## src/rtl/rtcl_pkg.sv

```systemverilog
// shared constants, field layout and state codes of the command legality block
package rtcl_pkg;

	// ----------------------------------------
	// timing
	// ----------------------------------------
	localparam int CLK_PERIOD_NS     = 40;
	localparam int LEGAL_SETTLE_US   = 3;
	localparam int LEGAL_WAIT_CYC    = (LEGAL_SETTLE_US * 1000 + CLK_PERIOD_NS - 1) / CLK_PERIOD_NS;
	localparam int BACKEND_LIMIT_US  = 10;
	localparam int BACKEND_LIMIT_CYC = (BACKEND_LIMIT_US * 1000) / CLK_PERIOD_NS;
	localparam int CLR_MIN_HIGH      = 3;
	localparam int TX_WORD_LIMIT     = 32;

	// ----------------------------------------
	// command and vector fields
	// ----------------------------------------
	localparam int CMD_BCAST_BIT = 11;
	localparam int CMD_TX_BIT    = 10;
	localparam int CMD_SA_MSB    = 9;
	localparam int CMD_SA_LSB    = 5;
	localparam int CMD_WC_MSB    = 4;
	localparam int CMD_WC_LSB    = 0;
	localparam int VEC_GOOD_BIT  = 6;
	localparam int VEC_TX_BIT    = 5;
	localparam logic [4:0] SA_MODE_LO = 5'h00;
	localparam logic [4:0] SA_MODE_HI = 5'h1f;
	localparam logic [4:0] MC_LAST_LO = 5'h08;
	localparam logic [4:0] MC_HI_FIRST = 5'h10;
	localparam logic [4:0] MC_HI_LAST = 5'h15;

	// ----------------------------------------
	// register map
	// ----------------------------------------
	localparam logic [7:0] ADDR_CTRL   = 8'h00;
	localparam logic [7:0] ADDR_STATUS = 8'h04;
	localparam logic [7:0] ADDR_CMD    = 8'h08;
	localparam logic [7:0] ADDR_VECT   = 8'h0c;
	localparam logic [7:0] ADDR_BITW   = 8'h10;
	localparam logic [7:0] ADDR_LASTSW = 8'h14;
	localparam int CTRL_LEGAL_SEL_BIT  = 0;
	localparam logic CTRL_RESET        = 1'b0;
	localparam logic [15:0] BIT_TIMEOUT_MASK = 16'h0003;
	localparam logic [15:0] LAST_SW_INIT     = 16'h0000;
	localparam logic [31:0] RDATA_ZERO       = 32'h0000_0000;

	// ----------------------------------------
	// legality sequencer states
	// ----------------------------------------
	typedef enum logic [1:0] {
		ST_IDLE   = 2'b00,
		ST_CHECK  = 2'b01,
		ST_ACTIVE = 2'b10
	} rtcl_state_e;

	// mode codes this terminal supports, with their required direction
	function automatic logic rtcl_mode_legal(input logic tx, input logic [4:0] code);
		logic hi_tx;
		hi_tx = (code == 5'h10) || (code == 5'h12) || (code == 5'h13);
		if (code <= MC_LAST_LO)
			return tx;
		else if (code >= MC_HI_FIRST && code <= MC_HI_LAST)
			return hi_tx ? tx : !tx;
		else
			return 1'b0;
	endfunction

endpackage

```

## src/rtl/rtcl_sync.sv

```systemverilog
// two-stage synchroniser for pin inputs
`timescale 1ns/1ps
module rtcl_sync #(
	parameter int         W       = 1,
	parameter logic [W-1:0] RST_VAL = '0
) (
	input  wire logic         core_clk,
	input  wire logic         rstn,
	input  wire logic [W-1:0] d,
	output logic      [W-1:0] q
);
	logic [W-1:0] stage1_q;
	logic [W-1:0] stage2_q;

	// first stage feeds only the second
	always_ff @(posedge core_clk or negedge rstn)
	begin
		if (!rstn)
		begin
			stage1_q <= RST_VAL;
			stage2_q <= RST_VAL;
		end
		else
		begin
			stage1_q <= d;
			stage2_q <= stage1_q;
		end
	end

	assign q = stage2_q;
endmodule

```

## src/rtl/rtcl_timer.sv

```systemverilog
// one-shot cycle timer with abort, expiry as a registered pulse
`timescale 1ns/1ps
module rtcl_timer #(
	parameter int CW    = 8,
	parameter int LIMIT = 4
) (
	input  wire logic core_clk,
	input  wire logic rstn,
	input  wire logic start,
	input  wire logic abort,
	output logic      expired
);
	localparam logic [CW-1:0] LAST = CW'(LIMIT - 1);
	logic          active_q;
	logic [CW-1:0] count_q;
	logic          expired_q;

	// abort wins over start; start reloads a running count
	always_ff @(posedge core_clk or negedge rstn)
	begin
		if (!rstn)
		begin
			active_q  <= 1'b0;
			count_q   <= '0;
			expired_q <= 1'b0;
		end
		else
		begin
			expired_q <= active_q && !abort && !start && (count_q == LAST);
			if (abort)
				active_q <= 1'b0;
			else if (start)
			begin
				active_q <= 1'b1;
				count_q  <= '0;
			end
			else if (active_q)
			begin
				active_q <= (count_q != LAST);
				count_q  <= count_q + 1'b1;
			end
		end
	end

	assign expired = expired_q;
endmodule

```

## src/rtl/rtcl_core.sv

```systemverilog
// command legality, interrupt vector and side-band control of a remote terminal
// Notes on behaviour
// - vector bit 5 marks transmit, bits 4:0 carry the subaddress
// - vector bit 6 is one for a good block, zero for bad
// - interrupt request rises on transfer or mode done, held until acknowledged
// - acknowledge high drives the interrupt request low
// - with acknowledge held high, each interrupt gives a one-cycle request pulse
// - failure flag sets when a backend access exceeds its allowed time
// - error clear held for three cycles clears failure and other error state
// - over-length test lets transmit run past 32 words, then shuts down, sets timeout
// - illegal state gives a single-cycle flag pulse
// - power-up reset sets the last status word when its parameter is one
// - external self-test word and enable used when its parameter is one
// - inputs sampled and outputs updated on the rising clock edge
// - select zero: internal logic accepts supported mode codes and all subaddresses
// - select one: legality comes only from the external accept input
// - active command: broadcast, transmit, subaddress, count or mode code
// - active command stays stable for the whole message
// - command strobe is a single-cycle pulse for a new command
// - internal validation result is presented on its own output
// - address latch enable marks when to capture the command for mapping
// - vector latch enable marks when to capture the command for the vector
`timescale 1ns/1ps
module rtcl_core #(
	parameter bit overlength_test_param   = 1'b0,
	parameter bit init_last_status_param  = 1'b0,
	parameter bit external_selftest_param = 1'b0
) (
	input  wire logic        core_clk,
	input  wire logic        rstn,
	input  wire logic        powerup_status_reset_n,
	input  wire logic        hsel,
	input  wire logic [31:0] haddr,
	input  wire logic [1:0]  htrans,
	input  wire logic        hwrite,
	input  wire logic [2:0]  hsize,
	input  wire logic [31:0] hwdata,
	input  wire logic        hready,
	output logic             hreadyout,
	output logic             hresp,
	output logic      [31:0] hrdata,
	input  wire logic        rx_cmd_strobe,
	input  wire logic [11:0] rx_cmd_word,
	input  wire logic        msg_end,
	input  wire logic        xfer_done,
	input  wire logic        xfer_good,
	input  wire logic        mode_done,
	input  wire logic        backend_req,
	input  wire logic        tx_word_strobe,
	input  wire logic        status_word_load,
	input  wire logic [15:0] status_word_in,
	input  wire logic        other_fsm_illegal,
	input  wire logic        interrupt_acknowledge,
	input  wire logic        backend_grant_n,
	input  wire logic        backend_wait_n,
	input  wire logic        error_clear_input,
	input  wire logic        overlength_transmit_test,
	input  wire logic        external_selftest_word_enable,
	input  wire logic [15:0] external_selftest_word,
	input  wire logic        external_command_accept,
	output logic             interrupt_request_out,
	output logic      [6:0]  interrupt_reason_vector,
	output logic             backend_access_failure,
	output logic             illegal_state_flag,
	output logic      [11:0] active_command_bus,
	output logic             command_valid_strobe,
	output logic             internal_command_accept_out,
	output logic             address_map_latch_enable,
	output logic             vector_extend_latch_enable,
	output logic             command_decision,
	output logic             command_accepted,
	output logic             overlength_enable,
	output logic             tx_shutdown,
	output logic      [15:0] selftest_word,
	output logic      [15:0] last_status_word
);
	localparam int LEG_CW = $clog2(rtcl_pkg::LEGAL_WAIT_CYC + 1);
	localparam int WD_CW  = $clog2(rtcl_pkg::BACKEND_LIMIT_CYC + 1);
	localparam int SYNC_W = 23;
	localparam logic [SYNC_W-1:0] SYNC_RST = {2'b11, 21'h00_0000};
	localparam logic [1:0] CLR_LAST = 2'(rtcl_pkg::CLR_MIN_HIGH - 1);
	localparam logic [5:0] TX_LIMIT = 6'(rtcl_pkg::TX_WORD_LIMIT);

	// ----------------------------------------
	// pin synchronisers
	// ----------------------------------------
	logic [SYNC_W-1:0] pins_s;
	logic ack_s, clr_s, ovl_s, bit_en_s, ext_ok_s, grant_n_s, wait_n_s;
	logic [15:0] bit_word_s;

	// every pin passes two flops before use
	rtcl_sync #(.W(SYNC_W), .RST_VAL(SYNC_RST)) u_sync (
		.core_clk (core_clk),
		.rstn     (rstn),
		.d        ({backend_grant_n, backend_wait_n, interrupt_acknowledge, error_clear_input,
		            overlength_transmit_test, external_selftest_word_enable, external_command_accept,
		            external_selftest_word}),
		.q        (pins_s)
	);
	assign {grant_n_s, wait_n_s, ack_s, clr_s, ovl_s, bit_en_s, ext_ok_s, bit_word_s} = pins_s;

	// ----------------------------------------
	// bus slave
	// ----------------------------------------
	logic        ctrl_legal_sel_q;
	logic        wr_pend_q;
	logic [7:0]  wr_addr_q;
	logic [31:0] hrdata_q;
	logic        hreadyout_q;
	logic        hresp_q;
	logic        addr_phase;
	logic [31:0] rd_mux;
	rtcl_pkg::rtcl_state_e state_q, state_d;

	// decode of the address phase and read selection
	assign addr_phase = hsel && htrans[1] && hready;
	assign rd_mux =
		(haddr[7:0] == rtcl_pkg::ADDR_CTRL)   ? {31'h0000_0000, ctrl_legal_sel_q} :
		(haddr[7:0] == rtcl_pkg::ADDR_STATUS) ? {28'h000_0000, (state_q != rtcl_pkg::ST_IDLE),
		                                         tx_shutdown, interrupt_request_out, backend_access_failure} :
		(haddr[7:0] == rtcl_pkg::ADDR_CMD)    ? {20'h0_0000, active_command_bus} :
		(haddr[7:0] == rtcl_pkg::ADDR_VECT)   ? {25'h000_0000, interrupt_reason_vector} :
		(haddr[7:0] == rtcl_pkg::ADDR_BITW)   ? {16'h0000, selftest_word} :
		(haddr[7:0] == rtcl_pkg::ADDR_LASTSW) ? {16'h0000, last_status_word} :
		rtcl_pkg::RDATA_ZERO;

	// zero wait states, read data registered at the address phase
	always_ff @(posedge core_clk or negedge rstn)
	begin
		if (!rstn)
		begin
			wr_pend_q        <= 1'b0;
			wr_addr_q        <= 8'h00;
			hrdata_q         <= rtcl_pkg::RDATA_ZERO;
			hreadyout_q      <= 1'b0;
			hresp_q          <= 1'b0;
			ctrl_legal_sel_q <= rtcl_pkg::CTRL_RESET;
		end
		else
		begin
			hreadyout_q <= 1'b1;
			hresp_q     <= 1'b0;
			wr_pend_q   <= addr_phase && hwrite;
			wr_addr_q   <= haddr[7:0];
			if (addr_phase && !hwrite)
				hrdata_q <= rd_mux;
			if (wr_pend_q && wr_addr_q == rtcl_pkg::ADDR_CTRL)
				ctrl_legal_sel_q <= hwdata[rtcl_pkg::CTRL_LEGAL_SEL_BIT];
		end
	end

	// ----------------------------------------
	// legality sequencer
	// ----------------------------------------
	logic int_ok_q, int_ok_d, accept_sel, leg_expired, fsm_bad, decide;
	logic is_mode;

	assign is_mode  = (rx_cmd_word[rtcl_pkg::CMD_SA_MSB:rtcl_pkg::CMD_SA_LSB] == rtcl_pkg::SA_MODE_LO) ||
	                  (rx_cmd_word[rtcl_pkg::CMD_SA_MSB:rtcl_pkg::CMD_SA_LSB] == rtcl_pkg::SA_MODE_HI);
	assign int_ok_d = is_mode ? rtcl_pkg::rtcl_mode_legal(rx_cmd_word[rtcl_pkg::CMD_TX_BIT],
	                  rx_cmd_word[rtcl_pkg::CMD_WC_MSB:rtcl_pkg::CMD_WC_LSB]) : 1'b1;
	assign accept_sel = ctrl_legal_sel_q ? ext_ok_s : int_ok_q;

	// wait for the external answer to settle before judging
	rtcl_timer #(.CW(LEG_CW), .LIMIT(rtcl_pkg::LEGAL_WAIT_CYC)) u_leg_timer (
		.core_clk (core_clk),
		.rstn     (rstn),
		.start    (rx_cmd_strobe),
		.abort    (fsm_bad),
		.expired  (leg_expired)
	);

	// next state; a new command restarts the check from every legal state
	always_comb
	begin
		state_d = state_q;
		fsm_bad = 1'b0;
		decide  = 1'b0;
		case (state_q)
			rtcl_pkg::ST_IDLE:
				if (rx_cmd_strobe)
					state_d = rtcl_pkg::ST_CHECK;
			rtcl_pkg::ST_CHECK:
				if (rx_cmd_strobe)
					state_d = rtcl_pkg::ST_CHECK;
				else if (leg_expired)
				begin
					decide  = 1'b1;
					state_d = accept_sel ? rtcl_pkg::ST_ACTIVE : rtcl_pkg::ST_IDLE;
				end
			rtcl_pkg::ST_ACTIVE:
				if (rx_cmd_strobe)
					state_d = rtcl_pkg::ST_CHECK;
				else if (msg_end)
					state_d = rtcl_pkg::ST_IDLE;
			default:
			begin
				fsm_bad = 1'b1;
				state_d = rtcl_pkg::ST_IDLE;
			end
		endcase
	end

	// command outputs; the command only changes on a new command word
	always_ff @(posedge core_clk or negedge rstn)
	begin
		if (!rstn)
		begin
			state_q                     <= rtcl_pkg::ST_IDLE;
			int_ok_q                    <= 1'b0;
			active_command_bus          <= 12'h000;
			command_valid_strobe        <= 1'b0;
			internal_command_accept_out <= 1'b0;
			address_map_latch_enable    <= 1'b0;
			command_decision            <= 1'b0;
			command_accepted            <= 1'b0;
		end
		else
		begin
			state_q                     <= state_d;
			command_valid_strobe        <= rx_cmd_strobe;
			internal_command_accept_out <= int_ok_q;
			address_map_latch_enable    <= decide && accept_sel;
			command_decision            <= decide;
			if (rx_cmd_strobe)
			begin
				active_command_bus <= rx_cmd_word;
				int_ok_q           <= int_ok_d;
			end
			if (decide)
				command_accepted <= accept_sel;
		end
	end

	// ----------------------------------------
	// interrupt, errors and test features
	// ----------------------------------------
	logic irq_event, wd_expired, clear_now, illegal_now, illegal_prev_q;
	logic [1:0] clr_cnt_q;
	logic [5:0] tx_cnt_q;
	logic overflow;

	assign irq_event = xfer_done || mode_done;
	assign clear_now = clr_s && (clr_cnt_q == CLR_LAST);
	assign illegal_now = fsm_bad || other_fsm_illegal;
	assign overflow  = overlength_enable && tx_word_strobe && (tx_cnt_q == TX_LIMIT);

	// backend access watchdog; grant with no wait ends the access
	rtcl_timer #(.CW(WD_CW), .LIMIT(rtcl_pkg::BACKEND_LIMIT_CYC)) u_wd_timer (
		.core_clk (core_clk),
		.rstn     (rstn),
		.start    (backend_req),
		.abort    (!grant_n_s && wait_n_s),
		.expired  (wd_expired)
	);

	// sticky flags: a set in the same cycle as a clear wins
	always_ff @(posedge core_clk or negedge rstn)
	begin
		if (!rstn)
		begin
			interrupt_request_out      <= 1'b0;
			interrupt_reason_vector    <= 7'h00;
			vector_extend_latch_enable <= 1'b0;
			backend_access_failure     <= 1'b0;
			clr_cnt_q                  <= 2'b00;
			illegal_prev_q             <= 1'b0;
			illegal_state_flag         <= 1'b0;
		end
		else
		begin
			interrupt_request_out      <= irq_event || (interrupt_request_out && !ack_s);
			vector_extend_latch_enable <= irq_event;
			if (irq_event)
				interrupt_reason_vector <= {mode_done || xfer_good,
					active_command_bus[rtcl_pkg::CMD_TX_BIT],
					active_command_bus[rtcl_pkg::CMD_SA_MSB:rtcl_pkg::CMD_SA_LSB]};
			backend_access_failure <= wd_expired || (backend_access_failure && !clear_now);
			clr_cnt_q <= !clr_s ? 2'b00 : (clr_cnt_q == CLR_LAST) ? clr_cnt_q : clr_cnt_q + 2'b01;
			illegal_prev_q     <= illegal_now;
			illegal_state_flag <= illegal_now && !illegal_prev_q;
		end
	end

	// transmit word count and over-length shutdown; the test pin is normally low
	always_ff @(posedge core_clk or negedge rstn)
	begin
		if (!rstn)
		begin
			tx_cnt_q          <= 6'h00;
			overlength_enable <= 1'b0;
			tx_shutdown       <= 1'b0;
			selftest_word     <= 16'h0000;
		end
		else
		begin
			overlength_enable <= overlength_test_param && ovl_s && active_command_bus[rtcl_pkg::CMD_TX_BIT];
			if (rx_cmd_strobe)
				tx_cnt_q <= 6'h00;
			else if (tx_word_strobe && tx_cnt_q != 6'h3f)
				tx_cnt_q <= tx_cnt_q + 6'h01;
			tx_shutdown   <= overflow || (tx_shutdown && !clear_now);
			selftest_word <= (external_selftest_param && bit_en_s) ? bit_word_s :
				(tx_shutdown ? rtcl_pkg::BIT_TIMEOUT_MASK : 16'h0000);
		end
	end

	// last status word, optionally on its own power-up reset
	generate
		if (init_last_status_param)
		begin : g_pur
			always_ff @(posedge core_clk or negedge powerup_status_reset_n)
			begin
				if (!powerup_status_reset_n)
					last_status_word <= rtcl_pkg::LAST_SW_INIT;
				else if (status_word_load)
					last_status_word <= status_word_in;
			end
		end
		else
		begin : g_norm
			always_ff @(posedge core_clk or negedge rstn)
			begin
				if (!rstn)
					last_status_word <= rtcl_pkg::LAST_SW_INIT;
				else if (status_word_load)
					last_status_word <= status_word_in;
			end
		end
	endgenerate

	assign hreadyout = hreadyout_q;
	assign hresp     = hresp_q;
	assign hrdata    = hrdata_q;
endmodule

```

## config.mk

```make
export PLATFORM = sky130hd
export DESIGN_NAME = rtcl_core
export DESIGN_NICKNAME = d
export VERILOG_FILES = /design/src/rtl/rtcl_pkg.sv /design/src/rtl/rtcl_sync.sv /design/src/rtl/rtcl_timer.sv /design/src/rtl/rtcl_core.sv
export SDC_FILE = /design/constraint.sdc
export NUM_CORES = 1
export LEC_CHECK = 0
export BUFFER_PORTS_ARGS = -buffer_cell sky130_fd_sc_hd__buf_2
export CELL_PAD_IN_SITES_DETAIL_PLACEMENT = 2
export CELL_PAD_IN_SITES_GLOBAL_PLACEMENT = 2
export CORE_ASPECT_RATIO = 1.1
export CORE_MARGIN = 3
export CORE_UTILIZATION = 27
export DETAILED_ROUTE_END_ITERATION = 8
export HOLD_SLACK_MARGIN = 0.12
export PLACE_DENSITY_LB_ADDON = 0.1
export SLEW_MARGIN = 5
export SYNTH_ARGS = -nofsm -noshare
export SYNTH_HDL_FRONTEND = slang
export SYNTH_SLANG_ARGS = --single-unit
```

## constraint.sdc

```tcl
create_clock -name core_clk -period 1.75 [get_ports core_clk]
set_clock_uncertainty 0.1 [all_clocks]
set_input_delay 0.175 -clock core_clk [delete_from_list [all_inputs] [get_ports core_clk]]
set_output_delay 0.175 -clock core_clk [all_outputs]
set_load 0.01 [all_outputs]
```

==> metrics, run 1 <==
drt wl/cell=17.2 microns; Vert. Die Dim=145 microns; clock buffer depth=2; Fin Hold WS=0.149 ns; starting DRC count in detailed routing=106; Synth Warn #=0; Mapped Area=4730 sq um; final WL=14100 microns; floorplan row count=50; antenna violations before repair=0; Static Leakage=3.10 nW; initial core utilization=0.277; Root Driver=clkbuf_16; Synth Register Bits=108; WHS Path Cells=4; Worst Path Required=1.88 ns; CP endpoint kind=register; count leader, synth=dfrtp_1; fin nets=722; Filler cells=1845; DP Worst Slack=0.138 ns; Switching Fraction=0.266; first-pass iteration count of the detailed router=4; total of max-cap violations=0; endpoints failing setup=0; Critical Path, Cell by Cell=dlygate4sd3_1, buf_6, and3b_1, and3_4, and2_4, a221o_1; syn_area_per_cell=11.8 sq um; antenna-violating nets left=0; RSZ-0062 raised after global routing=true; VDD IR max=459 uV; top post-synthesis cells by count=104 x dfrtp_1, 34 x mux2_1, 33 x buf_4, 22 x nand2_1, 16 x o21ai_1; Final Power=5.76 mW; share of cells above drive strength 1=0.274; CTS tree=built; port buffer count=119; vias per inst=4.56; Power Density=899 nW/um^2; Crit Path Class=primary input to register; clk sink count=108; post-CTS setup buffer count=0; total CTS buffers=9; area of the multi-input gates=1800 sq um; CP peak stage delay=0.56 ns; CP Launch Type=primary input; Worst-path clk slew=0.07 ns; fin. max-slew vios=0; ANT cells=0; Async S/R FF share, synth=1.00; DR vias=3740; main flop type after synthesis=dfrtp_1; Final period util=0.973; largest net degree at the start of global routing=36; die footprint=19100 sq um; chip width=132 microns; internal power=4.23 mW; endpoints failing hold=0; number of flops mapped to enable cells by yosys=0; Final Critical Period=1.70 ns; crit path max fanout=14; Sw Pwr=1.53 mW; clk_lat worst skew=0.35 ns; path depth of the worst reg2reg path=5; H-tree lvl count=3; hpwl dp=10500 microns; post-synth cell types=57; Final GP Congestion=0.769; clock share of power=0.381; Seq pwr share=0.484; Overflow after GRT=0; FMAX=0.587 GHz; first-pass GRT wire length=22400 microns; number of global-route vias before repair=4020; status=completed; top-area cell type share of the netlist area=0.550; GRT Util Overall=0.149; Worst Path Arrival=1.84 ns; Synth Instances=400; largest area contributor in the netlist=dfrtp_1; master of the slowest instance on the critical path=dlygate4sd3_1; FF+latch area=2710 sq um; hold crit path type=primary input to register; Worst Setup Slack, final=0.0475 ns; core area=17100 sq um; DRC=0; area delta synth->final=35.5%; Gate power share=0.135; sequential cell area fraction in the yosys report=0.572; ranking of synthesized cells by area=dfrtp_1 55%, mux2_1 8.1%, buf_4 5.2%; io pins=231
## repair_timing
item,CTS,global route
setup endpoints to repair,0,10
endpoints found under the hold margin,157,0
hold buffers,51,0
resized for setup,0,6
## logic make-up after synthesis
logic type               count (synthesis)  share of synthesized area
flip-flops                             108                      0.572
AND/OR/NAND/NOR                        107                      0.130
adder cells (fa/ha/maj)                  5                     0.0132
AO/OA/AOI/OAI                           80                      0.113
XOR/XNOR                                 4                    0.00741
other                                    2                    0.00159
multiplexers                            38                     0.0894
buffers and inverters                   56                     0.0730
## registers in the layout (all words and copies together) (netlist names), 7 cells and up
register	count
u_wd_timer.count_q	8
u_leg_timer.count_q	7
active_command_bus	12
wr_addr_q	8
hrdata	16
interrupt_reason_vector	7
last_status_word	16
## metrics by stage
step / utilization / area, sq um / cells / setup TNS, ns
after floorplan: - / 4850 / 431 / 0
after global placement: 0.326 / 5570 / 754 / 0
after detailed placement: 0.326 / 5570 / 754 / 0
after CTS: 0.375 / 6400 / 821 / 0
after global routing: 0.375 / 6410 / 821 / -0.0368
final: 0.375 / 6410 / 821 / 0
## metal layers
metal / global-route usage / part of all wire
met5: 0 / 0
met4: 0.0542 / 0.016
met3: 0.0308 / 0.046
met2: 0.263 / 0.51
met1: 0.182 / 0.43
## critical path: cells and delay by family
family,cells,cell delay [ns]
buf+inv,2,0.72
simple gates,3,0.62
compound gates,1,0.31
## final timing paths
path	from	end	slack (ns)
min reg2reg	u_sync.stage1_q[22]$_DFF_PN1_	u_sync.q[22]$_DFF_PN1_	0.26
min	xfer_done	vector_extend_latch_enable$_DFF_PN0_	0.15
min in group asynchronous	rstn	wr_pend_q$_DFF_PN0_	0.18
max	haddr[2]	hrdata[8]$_DFFE_PN0P_	0.05
max in group asynchronous	rstn	u_sync.stage1_q[21]$_DFF_PN1_	0.71
max reg2reg	u_sync.q[22]$_DFF_PN1_	u_wd_timer.count_q[2]$_DFFE_PN0P_	0.18
## layout make-up
class	instances	share of cell area
flip-flops and latches	108	0.422
multi-input cells	267	0.281
repair buffers	184	0.194
well taps	234	0.0457
clock buffers	11	0.0394
clock inverters	5	0.0103
inverters	12	0.00703
## layout by cell type (no fill, tap or decap), types with 10 or more instances in the layout
cell type      Yosys  layout
buf_2              3     117
dfrtp_1          104     104
dlygate4sd3_1      0      51
mux2_1            34      34
conb_1             2      33
nand2_1           22      22
o21ai_1           16      16
nor2_1            15      15
a22o_1            13      13
buf_4             33      13
a21oi_1           12      12
o21ai_0           11      11
inv_1             10      10
and2_1            11      10
## power groups by stage
stage | Sequential, mW | Clock (mW) | Combinational [mW]
3_3_place_gp | 2.83 | 0 | 0.671
5_1_grt | 2.81 | 2.38 | 0.875
2_1_floorplan | 2.85 | 0 | 0.338
4_1_cts | 2.79 | 2.29 | 0.793
6_report | 2.79 | 2.19 | 0.778
3_5_place_dp | 2.84 | 0 | 0.697
No activity file was read; power rests on OpenSTA's default activity.
==> run 2: changes to the inputs <==
RECOVER_POWER = 50   (was not set)
SETUP_SLACK_MARGIN = 0.4   (was not set)
==> metrics, run 2 (synthesis results as in run 1) <==
Filler cells=1830 (was 1845); final WL=14200 microns (was 14100 microns); DP Worst Slack=0.146 ns (was 0.138 ns); GRT Util Overall=0.148 (was 0.149); endpoints failing hold=0 (unchanged); FMAX=0.700 GHz (was 0.587 GHz); first-pass iteration count of the detailed router=4 (unchanged); fin. max-slew vios=0 (unchanged); Final period util=0.816 (was 0.973); Core Util, Final=0.384 (was 0.375); max_slew headroom=0.501; Worst Path Required=1.94 ns (was 1.88 ns); Overflow after GRT=0 (unchanged); CP Launch Type=register (was primary input); Critical Path Source=u_leg_timer.expired$_DFF_PN0_ (was haddr[2]); crit path to=state_q[1]$_DFFE_PN0P_ (was hrdata[8]$_DFFE_PN0P_); fin nets=731 (was 722); core area=17100 sq um (unchanged); Worst Setup Slack, final=0.321 ns (was 0.0475 ns); drt wl/cell=17.1 microns (was 17.2 microns); chip width=132 microns (unchanged); endpoints failing setup=0 (unchanged); clock buffer depth=2 (unchanged); Crit Path Class=register to register (was primary input to register); area delta synth->final=38.7% (was 35.5%); met2 wire len=7140 microns (was 7160 microns); Root Driver=clkbuf_16 (unchanged); internal power=4.20 mW (was 4.23 mW); Critical R2R Launch=u_leg_timer.expired$_DFF_PN0_ (was u_sync.q[22]$_DFF_PN1_); worst reg-to-reg setup slack=0.32 ns (was 0.18 ns); Seq pwr share=0.486 (was 0.484); ANT cells=0 (unchanged); vias per inst=4.48 (was 4.56); RSZ-0062 raised after global routing=true (unchanged); Sw Pwr=1.53 mW (about the same); starting DRC count in detailed routing=96 (was 106); H-tree lvl count=3 (unchanged); Reg2Reg Capture Point=state_q[1]$_DFFE_PN0P_ (was u_wd_timer.count_q[2]$_DFFE_PN0P_); largest net degree at the start of global routing=51 (was 36); Fin Hold WS=0.0961 ns (was 0.149 ns); antenna-violating nets left=0 (unchanged); crit path max fanout=3 (was 14); DRC=0 (unchanged); clk sink count=108 (unchanged); area of the multi-input gates=1910 sq um (was 1800 sq um); CP endpoint kind=register (unchanged); hold crit path type=primary input to register (unchanged); Switching Fraction=0.267 (was 0.266); commonest non-fill, non-tap cell in the layout=dfrtp_1 (was buf_2); Worst Path Arrival=1.62 ns (was 1.84 ns); hpwl dp=10300 microns (was 10500 microns); total of max-cap violations=0 (unchanged); number of global-route vias before repair=4008 (was 4020); VDD IR max=459 uV (about the same); WL met1=6170 microns (was 6110 microns); clk_lat worst skew=0.35 ns (about the same); Gate power share=0.139 (was 0.135); die footprint=19100 sq um (unchanged); Vert. Die Dim=145 microns (unchanged); Power Density=874 nW/um^2 (was 899 nW/um^2); antenna violations before repair=0 (unchanged); CTS tree=built (unchanged); initial core utilization=0.277 (unchanged); Worst-path clk slew=0.07 ns (about the same); first-pass GRT wire length=22300 microns (was 22400 microns); final instance area=6560 sq um (was 6410 sq um); Final GP Congestion=0.777 (was 0.769); total CTS buffers=9 (unchanged); Static Leakage=3.09 nW (was 3.10 nW); port buffer count=119 (unchanged); FF+latch area=2710 sq um (about the same); WL met3=697 microns (was 646 microns); Final Critical Period=1.43 ns (was 1.70 ns); top sig layer=met4 (unchanged); Area after DPL=5570 sq um (unchanged); io pins=231 (unchanged); status=completed (unchanged); DR vias=3722 (was 3740); worst slew pin tran=0.749 ns; floorplan row count=50 (unchanged); path depth of the worst reg2reg path=4 (was 5); setup_tns=0 ns (unchanged); share of cells above drive strength 1=0.280 (was 0.274); most frequent cells in the layout=101 x dfrtp_1, 99 x buf_2, 52 x dlygate4sd3_1 (was 117 x buf_2, 104 x dfrtp_1, 51 x dlygate4sd3_1); clock share of power=0.374 (was 0.381)
-- run 2: cell types whose count changed in the layout (fill, tap and decap cells not counted), moves of 3 or more --
| cell | change |
|---|---|
| buf_2 | -18 |
| buf_4 | +4 |
| clkbuf_1 | +21 |
| dfrtp_1 | -3 |
| dfrtp_2 | +3 |
| nor3b_1 | -3 |
| nor3b_2 | +3 |
-- run 2: per-layer routing --
| metal | vias up | GRT usage |
|---|---|---|
| met3 | 15 | 0.0377 |
| met1 | 1886 | 0.182 |
| met4 | 0 | 0.0454 |
| met5 | - | 0 |
| met2 | 90 | 0.260 |
| li1 | 1731 | - |
-- run 2: power groups by stage --
stage          clock network (mW)  registers [mW]  logic [mW]
2_1_floorplan                   0            2.85       0.344
4_1_cts                      2.25            2.79       0.804
3_3_place_gp                    0            2.83       0.672
6_report                     2.15            2.79       0.797
3_5_place_dp                    0            2.84       0.694
5_1_grt                      2.35            2.81       0.899
-- run 2: layout make-up --
cell class	count	area share
tap	234	0.0446
clock inverter	5	0.0103
timing repair buffer	193	0.196
inverter	12	0.00706
multi-input combinational	267	0.292
clock buffer	11	0.0370
sequential	108	0.413
-- run 2: repair_timing --
item                       in CTS  in global routing
pin swaps                       7                 10
setup endpoints to repair      16                 28
hold endpoints to repair      158                  3
buffers inserted                6                  5
hold buffers                   52                  1
gates resized for setup        13                 17
-- run 2: worst max-delay path, stage by stage, from the launching register on --
cell,delay [ns]
dfrtp_1,0.34
clkinvlp_2,0.10
or4b_4,0.56
nor2_4,0.12
o32a_1,0.14
-- run 2: per-stage QoR --
stage,power (mW),cells
global placement,3.50,751
CTS,5.85,825
global route,6.06,830
detailed placement,3.53,751
finish,5.73,830
floorplan,3.19,431
-- run 2: how the worst min path moves through the flow --
| stage | start | to | slack, ns | cells past startpoint |
|---|---|---|---|---|
| 6_report | rx_cmd_strobe | command_decision$_DFF_PN0_ | 0.1 | 3 |
| 5_1_grt | rx_cmd_strobe | address_map_latch_enable$_DFF_PN0_ | 0.1 | 3 |
| 4_1_cts | rx_cmd_strobe | command_decision$_DFF_PN0_ | 0.09 | 3 |
| 3_5_place_dp | rstn | wr_addr_q[0]$_DFF_PN0_ | 0.03 | 1 |
| 3_3_place_gp | rstn | wr_addr_q[0]$_DFF_PN0_ | 0.02 | 1 |
| 2_1_floorplan | rstn | active_command_bus[0]$_DFFE_PN0P_ | -0.22 | 0 |
==> run 3: changes to the inputs <==
clock period = 1.4 ns   (was 1.75 ns; I/O delays follow)
==> metrics, run 3 (synthesis results as in run 1) <==
status=complete, but fails checks (was completed); failing checks=setup timing; setup_tns=-0.00315 ns (was 0 ns); share of cells above drive strength 1=0.511 (was 0.280); FMAX=0.713 GHz (was 0.700 GHz); Gate power share=0.205 (was 0.139); Fin Hold WS=0.0372 ns (was 0.0961 ns); path depth of the worst reg2reg path=3 (was 4); die footprint=19100 sq um (unchanged); Switching Fraction=0.286 (was 0.267); Sw Pwr=2.20 mW (was 1.53 mW); DRC=0 (unchanged); port buffer count=119 (unchanged); Vert. Die Dim=145 microns (unchanged); number of global-route vias before repair=4503 (was 4008); total CTS buffers=9 (unchanged); endpoints failing hold=0 (unchanged); CP peak stage delay=0.53 ns (was 0.56 ns); Area after DPL=5840 sq um (was 5570 sq um); crit path max fanout=3 (unchanged); io pins=231 (unchanged); worst slew pin tran=0.860 ns (was 0.749 ns); Root Driver=clkbuf_16 (unchanged); Final GP Congestion=0.738 (was 0.777); Placed Cells=772 (was 751); CP Launch Type=register (unchanged); internal power=5.49 mW (was 4.20 mW); master of the slowest instance on the critical path=or4b_4 (unchanged); antenna-violating nets left=0 (unchanged); Static Leakage=3.77 nW (was 3.09 nW); endpoints failing setup=1 (was 0); Worst-path clk slew=0.08 ns (was 0.07 ns); hold crit path type=primary input to register (unchanged); Post-Layout Cell Count=907 (was 830); Final Critical Period=1.40 ns (was 1.43 ns); Worst Path Required=1.59 ns (was 1.94 ns); Crit Path Class=register to register (unchanged); DR vias=4149 (was 3722); ANT cells=0 (unchanged); clock buffer depth=2 (unchanged); fin nets=808 (was 731); Seq pwr share=0.459 (was 0.486); WHS Path Cells=3 (unchanged); hpwl dp=10800 microns (was 10300 microns); H-tree lvl count=3 (unchanged); Worst Path Arrival=1.59 ns (was 1.62 ns); Filler cells=1749 (was 1830); Final Power=7.69 mW (was 5.73 mW); Overflow after GRT=0 (unchanged); final WL=18000 microns (was 14200 microns); clock share of power=0.336 (was 0.374); vias per inst=4.57 (was 4.48); initial core utilization=0.277 (unchanged); first-pass iteration count of the detailed router=4 (unchanged); starting DRC count in detailed routing=127 (was 96); final instance area=7820 sq um (was 6560 sq um); max_slew headroom=0.427 (was 0.501); clk sink count=108 (unchanged); most frequent cells in the layout=97 x dfrtp_1, 81 x buf_2, 65 x buf_6 (was 101 x dfrtp_1, 99 x buf_2, 52 x dlygate4sd3_1); largest net degree at the start of global routing=33 (was 51); VDD IR max=534 uV (was 459 uV); Power Density=982 nW/um^2 (was 874 nW/um^2); commonest non-fill, non-tap cell in the layout=dfrtp_1 (unchanged); drt wl/cell=19.9 microns (was 17.1 microns); core area=17100 sq um (unchanged); fin. max-slew vios=0 (unchanged); Worst Setup Slack, final=-0.00315 ns (was 0.321 ns); Final period util=1.00 (was 0.816); antenna violations before repair=2 (was 0); DP Worst Slack=-0.0522 ns (was 0.146 ns); RSZ-0062 raised after global routing=true (unchanged); CP endpoint kind=register (unchanged); GRT Util Overall=0.165 (was 0.148); floorplan row count=50 (unchanged); total of max-cap violations=0 (unchanged); first-pass GRT wire length=24800 microns (was 22300 microns); clk_lat worst skew=0.36 ns (was 0.35 ns); chip width=132 microns (unchanged); CTS tree=built (unchanged); Core Util, Final=0.458 (was 0.384); area delta synth->final=65.4% (was 38.7%); Critical Path, Cell by Cell=or4b_4, nor2_4, o32a_1 (was clkinvlp_2, or4b_4, nor2_4, o32a_1)
run 3: repair_timing:
item	CTS	global route
pin swaps	34	24
hold endpoints to repair	162	5
resized for setup	77	100
endpoints found under the setup margin	107	195
setup buffers	50	17
gates cloned	1	0
hold buffers	51	2
run 3: power by group through the flow:
stage	combinational (mW)	clock, mW	sequential, mW
after global placement	0.927	0	3.54
final	1.58	2.58	3.53
after floorplan	0.473	0	3.57
after global routing	1.70	2.83	3.55
after CTS	1.36	2.66	3.49
after detailed placement	0.965	0	3.56
run 3: critical path: cells and delay by family (launching register included):
family | cells | cell delay, ns
flops | 1 | 0.44
compound gates | 1 | 0.14
simple gates | 2 | 0.66
run 3: worst paths after layout:
check	from	to	slack, ns
min	rx_cmd_word[9]	int_ok_q$_DFFE_PN0P_	0.04
min in group asynchronous	rstn	wr_pend_q$_DFF_PN0_	0.34
max in group asynchronous	rstn	active_command_bus[10]$_DFFE_PN0P_	0.14
min reg2reg	u_sync.stage1_q[16]$_DFF_PN0_	u_sync.q[16]$_DFF_PN0_	0.26
max	state_q[1]$_DFFE_PN0P_	state_q[1]$_DFFE_PN0P_	-0.003
max reg2reg	state_q[1]$_DFFE_PN0P_	state_q[1]$_DFFE_PN0P_	-0.003
run 3: area by class of cell:
cell class                 instances  area, sq um  area share
sequential                       108         2720       0.347
multi-input combinational        268         2280       0.292
timing repair buffer             269         2190       0.280
tap                              234          293      0.0374
clock buffer                      10          239      0.0305
clock inverter                     6         57.6     0.00736
inverter                          12         46.3     0.00592
run 3: metal layers:
layer,share of wire,track usage,vias to the layer above
met4,0.024,0.0509,4
li1,-,-,1884
met2,0.56,0.313,102
met5,0.0019,0,-
met1,0.37,0.188,2129
met3,0.040,0.0346,30
